### src/efsu_defs.svh
// Register offsets, bit positions and reset values of the event flag unit.
// Included by the design files; holds definitions only.
`ifndef EFSU_DEFS_SVH
`define EFSU_DEFS_SVH

// Serial register offsets
`define EFSU_ADDR_ENABLE_PRIMARY     8'h12
`define EFSU_ADDR_ENABLE_SECONDARY   8'h13
`define EFSU_ADDR_FLAGS_PRIMARY      8'h15
`define EFSU_ADDR_FLAGS_SECONDARY    8'h16
`define EFSU_ADDR_STATUS_VOLTAGE     8'h17
`define EFSU_ADDR_STATUS_TEMPERATURE 8'h18

// Reset values
`define EFSU_RST_ENABLE_PRIMARY      8'h01
`define EFSU_RST_ENABLE_SECONDARY    8'h00
`define EFSU_RST_FLAGS_PRIMARY       8'h01
`define EFSU_RST_FLAGS_SECONDARY     8'h00

// Writable bits; bit 7 of the primary enable register is reserved
`define EFSU_MASK_ENABLE_PRIMARY     8'h7f
`define EFSU_MASK_ENABLE_SECONDARY   8'hff

// Primary flag bit positions
`define EFSU_BIT_SERIAL_READY        0
`define EFSU_BIT_OVERDISCHARGE       1
`define EFSU_BIT_STORAGE_READY       2
`define EFSU_BIT_OVERCHARGE          3
`define EFSU_BIT_SOURCES_LOW         4
`define EFSU_BIT_CHARGE_TEMP         5
`define EFSU_BIT_DISCHARGE_TEMP      6

// Level vector positions: analog levels, then the two serial pins (synchronised inputs)
`define EFSU_LVL_OVERDISCHARGE       0
`define EFSU_LVL_READY               1
`define EFSU_LVL_OVERCHARGE          2
`define EFSU_LVL_SRC1_BELOW          3
`define EFSU_LVL_SRC2_BELOW          4
`define EFSU_LVL_CHARGE_COLD         5
`define EFSU_LVL_CHARGE_HOT          6
`define EFSU_LVL_DISCHARGE_COLD      7
`define EFSU_LVL_DISCHARGE_HOT       8
`define EFSU_LVL_SCL                 9
`define EFSU_LVL_SDA                 10
`define EFSU_LVL_COUNT               11

// Serial engine counts
`define EFSU_BITS_PER_BYTE           4'd8
`define EFSU_DEV_ADDR_DEFAULT        7'h2a

`endif

### src/efsu_pkg.sv
// Types shared by the event flag unit: serial engine states and state record.
// Assumes nothing beyond a SystemVerilog compiler.
package efsu_pkg;

	// Serial engine states, one-hot
	typedef enum logic [6:0] {
		EFSU_IDLE  = 7'b0000001,
		EFSU_ADDR  = 7'b0000010,
		EFSU_ACK_A = 7'b0000100,
		EFSU_WRITE = 7'b0001000,
		EFSU_ACK_W = 7'b0010000,
		EFSU_READ  = 7'b0100000,
		EFSU_ACK_R = 7'b1000000
	} efsu_state_t;

	// Whole state of the top module
	typedef struct packed {
		efsu_state_t state;
		logic [3:0]  bitcnt;
		logic [7:0]  shreg;
		logic [7:0]  ptr;
		logic        first;
		logic        rw;
		logic        scl_q;
		logic        sda_q;
		logic [8:0]  lvl_q;
		logic [7:0]  en0;
		logic [7:0]  en1;
		logic [7:0]  clr0;
		logic [7:0]  clr1;
		logic        sda_out;
		logic        sda_oe_n;
		logic        irq;
	} efsu_top_state_t;

endpackage

### src/efsu_sync.sv
// Two-stage synchroniser for a vector of asynchronous levels.
// Assumes each bit may change at any time relative to clk_sys.
`timescale 1ns/1ps
module efsu_sync #(
	parameter int WIDTH = 1
) (
	// Clock and reset
	input  wire logic             clk_sys,
	input  wire logic             resetn,
	// Levels
	input  wire logic [WIDTH-1:0] async_in,
	output logic      [WIDTH-1:0] sync_out
);
	logic [WIDTH-1:0] meta;

	// First stage feeds only the second; nothing else looks at it
	always_ff @(posedge clk_sys or negedge resetn) begin
		if (!resetn) begin
			meta     <= '0;
			sync_out <= '0;
		end else begin
			meta     <= async_in;
			sync_out <= meta;
		end
	end
endmodule

### src/efsu_flag_bank.sv
// Eight sticky event flags gated by enables, cleared by a read mask.
// Assumes set and clear arrive as one-cycle pulses on clk_sys.
`timescale 1ns/1ps
module efsu_flag_bank #(
	parameter logic [7:0] RESET_VALUE = 8'h00,
	parameter logic [7:0] VALID_MASK  = 8'hff
) (
	// Clock and reset
	input  wire logic       clk_sys,
	input  wire logic       resetn,
	// Events and control
	input  wire logic [7:0] event_pulse,
	input  wire logic [7:0] enable,
	input  wire logic [7:0] clear_mask,
	// Flags
	output logic      [7:0] flags
);
	genvar i;

	// Set wins over clear, so an event in the read cycle is kept
	generate
		for (i = 0; i < 8; i++) begin : g_flag
			always_ff @(posedge clk_sys or negedge resetn) begin
				if (!resetn) begin
					flags[i] <= RESET_VALUE[i];
				end else if (!VALID_MASK[i]) begin
					flags[i] <= 1'b0;
				end else if (event_pulse[i] && enable[i]) begin
					flags[i] <= 1'b1;
				end else if (clear_mask[i]) begin
					flags[i] <= 1'b0;
				end
			end
		end
	endgenerate
endmodule

### src/efsu_top.sv
// Event flag and status unit of a dual-source energy manager.
// Assumes analog levels and the serial pins are asynchronous to clk_sys,
// and that done/start/error/ready events are one-cycle pulses on clk_sys.
//
// What this block does
// - Enabled event sets flag, raises interrupt pin
// - Flag and pin hold until flag read
// - Serial-enabled flags survive return to strap mode
// - Primary bit 6: discharge temperature limit crossed
// - Primary bit 5: charge temperature limit crossed
// - Primary bit 4: both sources cross low threshold
// - Primary bit 3: storage crosses overcharge threshold
// - Primary bit 2: storage crosses ready threshold
// - Primary bit 1: storage crosses overdischarge threshold
// - Primary bit 0: serial ready; resets to one
// - Secondary bit 7: buck power monitor error
// - Secondary bit 6: new average power data
// - Secondary bit 5: temperature conversion done
// - Secondary bit 4: storage conversion done
// - Secondary bits 3,2: source two tracking done/start
// - Secondary bits 1,0: source one tracking done/start
// - Voltage status bits 4,3: sources below floor
// - Status bit 2: storage above overcharge
// - Status bit 1: storage above ready
// - Status bit 0: storage below overdischarge
// - Temperature bits 3,1: above hot limits
// - Temperature bits 2,0: below cold limits
// - Enable registers gate each flag bitwise
`timescale 1ns/1ps
`include "efsu_defs.svh"
module efsu_top #(
	parameter logic [6:0] DEV_ADDR = `EFSU_DEV_ADDR_DEFAULT
) (
	// Clock and reset
	input  wire logic clk_sys,
	input  wire logic resetn,
	// Serial pins, open drain
	input  wire logic scl_in,
	input  wire logic sda_in,
	output logic      sda_out,
	output logic      sda_oe_n,
	// Interrupt pin, high while any flag is set
	output logic      irq,
	// Analog comparator levels, asynchronous
	input  wire logic overdischarge_below,
	input  wire logic storage_ready_above,
	input  wire logic overcharge_above,
	input  wire logic first_source_below,
	input  wire logic second_source_below,
	input  wire logic charge_cold_level,
	input  wire logic charge_hot_level,
	input  wire logic discharge_cold_level,
	input  wire logic discharge_hot_level,
	// Event pulses from on-chip logic
	input  wire logic serial_ready_event,
	input  wire logic power_monitor_error_event,
	input  wire logic power_data_ready_event,
	input  wire logic thermal_conversion_done,
	input  wire logic storage_conversion_done,
	input  wire logic second_tracking_done,
	input  wire logic second_tracking_begin,
	input  wire logic first_tracking_done,
	input  wire logic first_tracking_begin
);
	import efsu_pkg::*;

	efsu_top_state_t cur;
	efsu_top_state_t next_cur;

	logic [`EFSU_LVL_COUNT-1:0] async_lvl;
	logic [`EFSU_LVL_COUNT-1:0] lvl;
	logic [7:0] flags0;
	logic [7:0] flags1;
	logic [7:0] evt0;
	logic [7:0] evt1;
	logic [8:0] lvl_chg;
	logic [7:0] level_status_voltage;
	logic [7:0] level_status_temperature;
	logic       scl_s;
	logic       sda_s;
	logic       scl_rise;
	logic       scl_fall;
	logic       start_c;
	logic       stop_c;

	// Bus pins enter inverted: a cleared synchroniser then reads idle high
	assign async_lvl = {~sda_in, ~scl_in,
		discharge_hot_level, discharge_cold_level,
		charge_hot_level, charge_cold_level,
		second_source_below, first_source_below,
		overcharge_above, storage_ready_above, overdischarge_below};

	efsu_sync #(
		.WIDTH(`EFSU_LVL_COUNT)
	) u_sync (
		.clk_sys (clk_sys),
		.resetn  (resetn),
		.async_in(async_lvl),
		.sync_out(lvl)
	);

	// Serial bus edges and framing conditions
	assign scl_s    = ~lvl[`EFSU_LVL_SCL];
	assign sda_s    = ~lvl[`EFSU_LVL_SDA];
	assign scl_rise = scl_s & ~cur.scl_q;
	assign scl_fall = ~scl_s & cur.scl_q;
	assign start_c  = scl_s & cur.scl_q & cur.sda_q & ~sda_s;
	assign stop_c   = scl_s & cur.scl_q & ~cur.sda_q & sda_s;

	// Any change of a comparator level counts as a crossing
	assign lvl_chg = lvl[8:0] ^ cur.lvl_q;

	// Primary events; bit 7 is reserved and never fires
	always_comb begin
		evt0 = 8'h00;
		evt0[`EFSU_BIT_SERIAL_READY]   = serial_ready_event;
		evt0[`EFSU_BIT_OVERDISCHARGE]  =
			lvl_chg[`EFSU_LVL_OVERDISCHARGE];
		evt0[`EFSU_BIT_STORAGE_READY]  = lvl_chg[`EFSU_LVL_READY];
		evt0[`EFSU_BIT_OVERCHARGE]     = lvl_chg[`EFSU_LVL_OVERCHARGE];
		// Only the joint condition of both sources matters here
		evt0[`EFSU_BIT_SOURCES_LOW]    =
			(lvl[`EFSU_LVL_SRC1_BELOW] & lvl[`EFSU_LVL_SRC2_BELOW]) !=
			(cur.lvl_q[`EFSU_LVL_SRC1_BELOW] &
			 cur.lvl_q[`EFSU_LVL_SRC2_BELOW]);
		evt0[`EFSU_BIT_CHARGE_TEMP]    = lvl_chg[`EFSU_LVL_CHARGE_COLD] |
			lvl_chg[`EFSU_LVL_CHARGE_HOT];
		evt0[`EFSU_BIT_DISCHARGE_TEMP] = lvl_chg[`EFSU_LVL_DISCHARGE_COLD] |
			lvl_chg[`EFSU_LVL_DISCHARGE_HOT];
	end

	// Secondary events, one per bit from on-chip pulses
	assign evt1 = {power_monitor_error_event,
		power_data_ready_event,
		thermal_conversion_done,
		storage_conversion_done,
		second_tracking_done, second_tracking_begin,
		first_tracking_done, first_tracking_begin};

	// Enables live in serial registers only, so no strap mode touches them
	efsu_flag_bank #(
		.RESET_VALUE(`EFSU_RST_FLAGS_PRIMARY),
		.VALID_MASK (`EFSU_MASK_ENABLE_PRIMARY)
	) u_flags0 (
		.clk_sys    (clk_sys),
		.resetn     (resetn),
		.event_pulse(evt0),
		.enable     (cur.en0),
		.clear_mask (cur.clr0),
		.flags      (flags0)
	);

	efsu_flag_bank #(
		.RESET_VALUE(`EFSU_RST_FLAGS_SECONDARY),
		.VALID_MASK (`EFSU_MASK_ENABLE_SECONDARY)
	) u_flags1 (
		.clk_sys    (clk_sys),
		.resetn     (resetn),
		.event_pulse(evt1),
		.enable     (cur.en1),
		.clear_mask (cur.clr1),
		.flags      (flags1)
	);

	// Live levels; reserved bits tied low
	assign level_status_voltage = {3'h0,
		lvl[`EFSU_LVL_SRC2_BELOW], lvl[`EFSU_LVL_SRC1_BELOW],
		lvl[`EFSU_LVL_OVERCHARGE],
		lvl[`EFSU_LVL_READY],
		lvl[`EFSU_LVL_OVERDISCHARGE]};
	assign level_status_temperature = {4'h0,
		lvl[`EFSU_LVL_DISCHARGE_HOT],
		lvl[`EFSU_LVL_DISCHARGE_COLD],
		lvl[`EFSU_LVL_CHARGE_HOT],
		lvl[`EFSU_LVL_CHARGE_COLD]};

	// Register read multiplexer; unmapped offsets read zero
	function automatic logic [7:0] rd_mux(input logic [7:0] a);
		logic [7:0] v;
		v = 8'h00;
		case (a)
			`EFSU_ADDR_ENABLE_PRIMARY:     v = cur.en0;
			`EFSU_ADDR_ENABLE_SECONDARY:   v = cur.en1;
			`EFSU_ADDR_FLAGS_PRIMARY:      v = flags0;
			`EFSU_ADDR_FLAGS_SECONDARY:    v = flags1;
			`EFSU_ADDR_STATUS_VOLTAGE:     v = level_status_voltage;
			`EFSU_ADDR_STATUS_TEMPERATURE: v = level_status_temperature;
			default:                       v = 8'h00;
		endcase
		return v;
	endfunction

	// Serial engine, register writes and read-side clear masks
	always_comb begin
		logic [7:0] rdata;
		rdata = rd_mux(cur.ptr);
		next_cur = cur;
		next_cur.scl_q   = scl_s;
		next_cur.sda_q   = sda_s;
		next_cur.lvl_q   = lvl[8:0];
		next_cur.clr0    = 8'h00;
		next_cur.clr1    = 8'h00;
		next_cur.sda_out = 1'b0;
		// Interrupt follows the sticky flags; reserved bits are held low
		next_cur.irq = |flags0 | |flags1;

		if (start_c) begin
			next_cur.state    = EFSU_ADDR;
			next_cur.bitcnt   = 4'd0;
			next_cur.sda_oe_n = 1'b1;
		end else if (stop_c) begin
			next_cur.state    = EFSU_IDLE;
			next_cur.sda_oe_n = 1'b1;
		end else begin
			case (cur.state)
				EFSU_IDLE: begin
					next_cur.sda_oe_n = 1'b1;
				end
				EFSU_ADDR, EFSU_WRITE: begin
					if (scl_rise) begin
						next_cur.shreg  = {cur.shreg[6:0], sda_s};
						next_cur.bitcnt = cur.bitcnt + 4'd1;
					end else if (scl_fall &&
						cur.bitcnt == `EFSU_BITS_PER_BYTE) begin
						if (cur.state == EFSU_ADDR) begin
							// Foreign address: stay off the bus until the stop
							if (cur.shreg[7:1] == DEV_ADDR) begin
								next_cur.rw       = cur.shreg[0];
								next_cur.state    = EFSU_ACK_A;
								next_cur.sda_oe_n = 1'b0;
							end else begin
								next_cur.state = EFSU_IDLE;
							end
						end else begin
							next_cur.state    = EFSU_ACK_W;
							next_cur.sda_oe_n = 1'b0;
							if (cur.first) begin
								next_cur.ptr   = cur.shreg;
								next_cur.first = 1'b0;
							end else begin
								// Only the enables take writes
								if (cur.ptr == `EFSU_ADDR_ENABLE_PRIMARY) begin
									next_cur.en0 = cur.shreg &
										`EFSU_MASK_ENABLE_PRIMARY;
								end
								if (cur.ptr == `EFSU_ADDR_ENABLE_SECONDARY) begin
									next_cur.en1 = cur.shreg &
										`EFSU_MASK_ENABLE_SECONDARY;
								end
								next_cur.ptr = cur.ptr + 8'd1;
							end
						end
					end
				end
				EFSU_ACK_A: begin
					if (scl_fall) begin
						next_cur.bitcnt = 4'd0;
						if (cur.rw) begin
							next_cur.state = EFSU_READ;
							next_cur.shreg = rdata;
							next_cur.sda_oe_n = rdata[7];
							next_cur.ptr = cur.ptr + 8'd1;
							// Clear only what was captured for the host
							if (cur.ptr == `EFSU_ADDR_FLAGS_PRIMARY) begin
								next_cur.clr0 = rdata;
							end
							if (cur.ptr == `EFSU_ADDR_FLAGS_SECONDARY) begin
								next_cur.clr1 = rdata;
							end
						end else begin
							next_cur.state    = EFSU_WRITE;
							next_cur.first    = 1'b1;
							next_cur.sda_oe_n = 1'b1;
						end
					end
				end
				EFSU_ACK_W: begin
					if (scl_fall) begin
						next_cur.state    = EFSU_WRITE;
						next_cur.bitcnt   = 4'd0;
						next_cur.sda_oe_n = 1'b1;
					end
				end
				EFSU_READ: begin
					if (scl_rise) begin
						next_cur.bitcnt = cur.bitcnt + 4'd1;
					end else if (scl_fall) begin
						if (cur.bitcnt == `EFSU_BITS_PER_BYTE) begin
							next_cur.state    = EFSU_ACK_R;
							next_cur.sda_oe_n = 1'b1;
						end else begin
							next_cur.shreg    = {cur.shreg[6:0], 1'b0};
							next_cur.sda_oe_n = cur.shreg[6];
						end
					end
				end
				EFSU_ACK_R: begin
					// A host nack ends the read; wait for the stop
					if (scl_rise) begin
						next_cur.rw = ~sda_s;
					end else if (scl_fall) begin
						next_cur.bitcnt = 4'd0;
						if (cur.rw) begin
							next_cur.state = EFSU_READ;
							next_cur.shreg = rdata;
							next_cur.sda_oe_n = rdata[7];
							next_cur.ptr = cur.ptr + 8'd1;
							if (cur.ptr == `EFSU_ADDR_FLAGS_PRIMARY) begin
								next_cur.clr0 = rdata;
							end
							if (cur.ptr == `EFSU_ADDR_FLAGS_SECONDARY) begin
								next_cur.clr1 = rdata;
							end
						end else begin
							next_cur.state = EFSU_IDLE;
						end
					end
				end
				default: begin
					next_cur.state    = EFSU_IDLE;
					next_cur.sda_oe_n = 1'b1;
				end
			endcase
		end
	end

	// State register; the primary flag resets set, so irq comes up high
	always_ff @(posedge clk_sys or negedge resetn) begin
		if (!resetn) begin
			cur          <= '0;
			cur.state    <= EFSU_IDLE;
			cur.scl_q    <= 1'b1;
			cur.sda_q    <= 1'b1;
			cur.en0      <= `EFSU_RST_ENABLE_PRIMARY;
			cur.en1      <= `EFSU_RST_ENABLE_SECONDARY;
			cur.sda_oe_n <= 1'b1;
		end else begin
			cur <= next_cur;
		end
	end

	// Outputs straight from the state register
	assign sda_out  = cur.sda_out;
	assign sda_oe_n = cur.sda_oe_n;
	assign irq      = cur.irq;
endmodule

### config.mk
export PLATFORM = sky130hd
export DESIGN_NAME = efsu_top
export DESIGN_NICKNAME = d
export VERILOG_FILES = /design/src/efsu_pkg.sv /design/src/efsu_sync.sv /design/src/efsu_flag_bank.sv /design/src/efsu_top.sv
export VERILOG_INCLUDE_DIRS = /design/src
export SDC_FILE = /design/constraint.sdc
export NUM_CORES = 1
export LEC_CHECK = 0
export BUFFER_PORTS_ARGS = -buffer_cell sky130_fd_sc_hd__buf_4
export CAP_MARGIN = 20
export CORE_MARGIN = 8
export CORE_UTILIZATION = 54
export CTS_BUF_LIST = sky130_fd_sc_hd__clkbuf_4
export DETAILED_ROUTE_END_ITERATION = 8
export PLACE_DENSITY = 0.71
export REMOVE_ABC_BUFFERS = 1
export SKIP_LAST_GASP = 1
export SLEW_MARGIN = 15
export SYNTH_ARGS = -nofsm -noshare
export SYNTH_HDL_FRONTEND = slang
export SYNTH_SLANG_ARGS = --single-unit
### constraint.sdc
create_clock -name clk_sys -period 2.3 [get_ports clk_sys]
set_input_delay 0.115 -clock clk_sys [delete_from_list [all_inputs] [get_ports clk_sys]]
set_output_delay 0.115 -clock clk_sys [all_outputs]
set_load 0.05 [all_outputs]
==> qor.yml <==
clock_network:
  post_cts_buffers: 0
  cts_tree: "yes"
  cts_made_buffers: 9
  clkSlewWorstSetupHoldPaths_ps: 170
  cts-root-buf: "clkbuf_4"
  clkSinkCount: 109
  cts.path.max_buffers: 2
  cts_max_level: 3
  clkLatencyLatePin_ps: 460
run_status:
  status: "finished, final reports clean"
synthesis:
  ys_ff_latch: 109
  ys_top_cells_by_area: "dfrtp_1 49%, mux2_4 4.8%, dfstp_2 3.0%"
  syn_inst: 495
  netlist.area_leader.share_pct: 48.7
  yosysSeqAreaShare_pct: 51.6
  yosysUniqueCellTypes: 78
  yosysTopAreaCell: "dfrtp_1"
  yosysMostFrequentCell: "dfrtp_1"
  ys_top_cells_by_count: "103 x dfrtp_1, 39 x nor2_1, 33 x nand2_1"
  yosys_most_used_dff: "dfrtp_1"
  ys_async_sr_fraction_pct: 100
  ys.warnings.count: 0
  synth-edff-count: 0
  synth_area_sq_um: 5300
  synth_area_per_cell_sq_um: 10.7
detailed_routing:
  drt-pass1-iter-count: 6
  wl_per_cell_um: 19.5
  wl_um: 13600
  drc: 0
  drtIter0Drc: 412
  vias: 4209
  post_drt_via_cell_ratio: 6.04
  ant_nets: 0
floorplan:
  die_h_um: 115
  rows: 36
  coreArea_sq_um: 9640
  start_util_pct: 54.9
  num_io_pins: 25
  die_area_sq_um: 13200
  fp.dieW_um: 115
sta:
  setup_tns_ps: 0
  relSlewSlack_pct: 56.8
  rsz0062_at_grt: "yes"
  hold_ws_ps: 192
  fmax_ghz: 0.449
  finalSetupViolCount: 0
  hold_viol: 0
  worst_slew_pin_slew_ps: 648
  fin_ws_ps: 73.6
  maxSlewViolCount: 0
  fin_worst_skew_ps: 24.7
  finalCriticalPeriod_ps: 2230
  finalCritPeriodShare_pct: 96.8
global_routing:
  grt_max_degree: 48
  grt_pass1_wl_um: 22100
  grt_overflow: 0
  grt_pass1_vias: 4238
  antenna_found_initial: 0
  grt_util_all_layers_pct: 21.6
power:
  peakVddDrop_mv: 0.571
  p_leak_nw: 2.75
  power_mw: 4.48
  power_density_nw_per_um2: 725
final_layout:
  fill_cells: 782
  fin_util_pct: 64.0
  nets: 587
  drive_gt1_share_pct: 22.0
  layout-area-overhead-vs-synth_pct: 16.5
  final_area_sq_um: 6170
  ff_latch_area_sq_um: 2740
  n_antenna_cell: 0
  final_cell_count_no_fill: 697
  multiInputGateArea_sq_um: 2340
hold_path:
  holdCritPathClass: "input port to async pin"
worst_setup_path:
  crit_fanout: 9
  r2r-start: "cur[73]"
  crit_arrival_ps: 2570
  critPathKind: "flop to flop"
  cp_num_buf_inv: 0
  critical_path.cell_chain: "nor4_4, and4_1, and4_4, nand2_4, mux2_4"
  crit_required_ps: 2640
  critPathMaxStageDelay_ps: 550
  critPathSlowestCell: "dfrtp_1"
  critPathTopFamily: "simple AND/OR/NAND/NOR gates"
  endpoint_kind: "flop"
  startpoint_type: "flop"
  cp-startpoint: "cur[73]"
flow_run:
  max-cap-violations: 0
placement:
  dp_cells: 660
  pre_cts_slack_ps: 64.0
  dp_hpwl_um: 9700
  routabilityCongestion: 0.881
  io_buffers: 23
  place_area_sq_um: 5780
[flip-flops by register name, indices dropped and copies added (netlist names), named ones only]
signal,count
u_sync.meta,11
u_flags1.flags,8
u_flags0.flags,7
cur,63
irq,1
u_sync.sync_out,11
sda_oe_n,1
[cell usage in the layout, fill, tap and decap left out, types with 5 or more instances in the layout]
| cell type | synthesis | routed |
|---|---|---|
| a21oi_1 | 17 | 17 |
| a221oi_1 | 5 | 5 |
| a22oi_1 | 11 | 9 |
| and3_1 | 6 | 6 |
| buf_4 | 5 | 54 |
| clkbuf_4 | 0 | 9 |
| dfrtp_1 | 103 | 98 |
| dfrtp_2 | 0 | 5 |
| dfstp_2 | 6 | 6 |
| dlygate4sd3_1 | 0 | 21 |
| ha_1 | 6 | 6 |
| inv_1 | 31 | 31 |
| mux2_4 | 17 | 17 |
| nand2_1 | 33 | 33 |
| nand3_1 | 16 | 15 |
| nand4_1 | 6 | 6 |
| nor2_1 | 39 | 39 |
| nor3_1 | 13 | 13 |
| nor4_1 | 11 | 10 |
| o21ai_0 | 28 | 28 |
| o22a_1 | 9 | 9 |
| o22ai_1 | 6 | 6 |
| xor2_1 | 12 | 12 |
[worst paths after layout]
| kind | to | slack [ps] | cells past startpoint |
|---|---|---|---|
| max | cur[26] | 70 | 5 |
| min | u_flags1.flags[3] | 190 | 2 |
| max reg2reg | cur[26] | 70 | 5 |
| min reg2reg | u_sync.sync_out[10] | 360 | 0 |
| max in group asynchronous | cur[27] | 1290 | 3 |
| min in group clk_sys | u_sync.meta[0] | 290 | 2 |
[per-layer routing]
layer | global-route usage (%) | vias up | share of wire [%]
li1 | - | 1929 | -
met1 | 28.2 | 2087 | 44
met2 | 34.3 | 163 | 48
met3 | 5.25 | 30 | 6.3
met4 | 7.88 | 0 | 2.3
met5 | 0 | - | 0
[power by group]
part,internal [mW],switching (mW),total (mW)
logic,0.507,0.613,1.12
registers,2.07,0.280,2.35
clock network,0.345,0.658,1.00
[timing repair]
action,in CTS,in global routing
hold buffers,21,0
gates resized for setup,0,10
endpoints found under the hold margin,65,0
endpoints found under the setup margin,0,33
[worst reg2reg max path, stage by stage (launching register included)]
cell,delay [ps]
dfrtp_1,550
nor4_4,530
and4_1,290
and4_4,270
nand2_4,140
mux2_4,330
[cell families after synthesis]
logic type	after synthesis	share of synthesized area, %
buf+inv	56	4.75
flops	109	51.6
mux	22	5.81
xor+xnor	14	2.32
compound gates	119	15.9
simple gates	168	18.0
fa+ha+maj	6	1.42
other cells	1	0.0708
[final cells by class]
type / instances / share of cell area (%)
clock buffer: 9 / 1.10
tap: 133 / 2.70
inverter: 32 / 1.99
timing repair buffer: 77 / 10.6
sequential: 109 / 44.4
clock inverter: 7 / 1.28
multi-input combinational: 330 / 37.9
(Power assumes the default switching activity.)
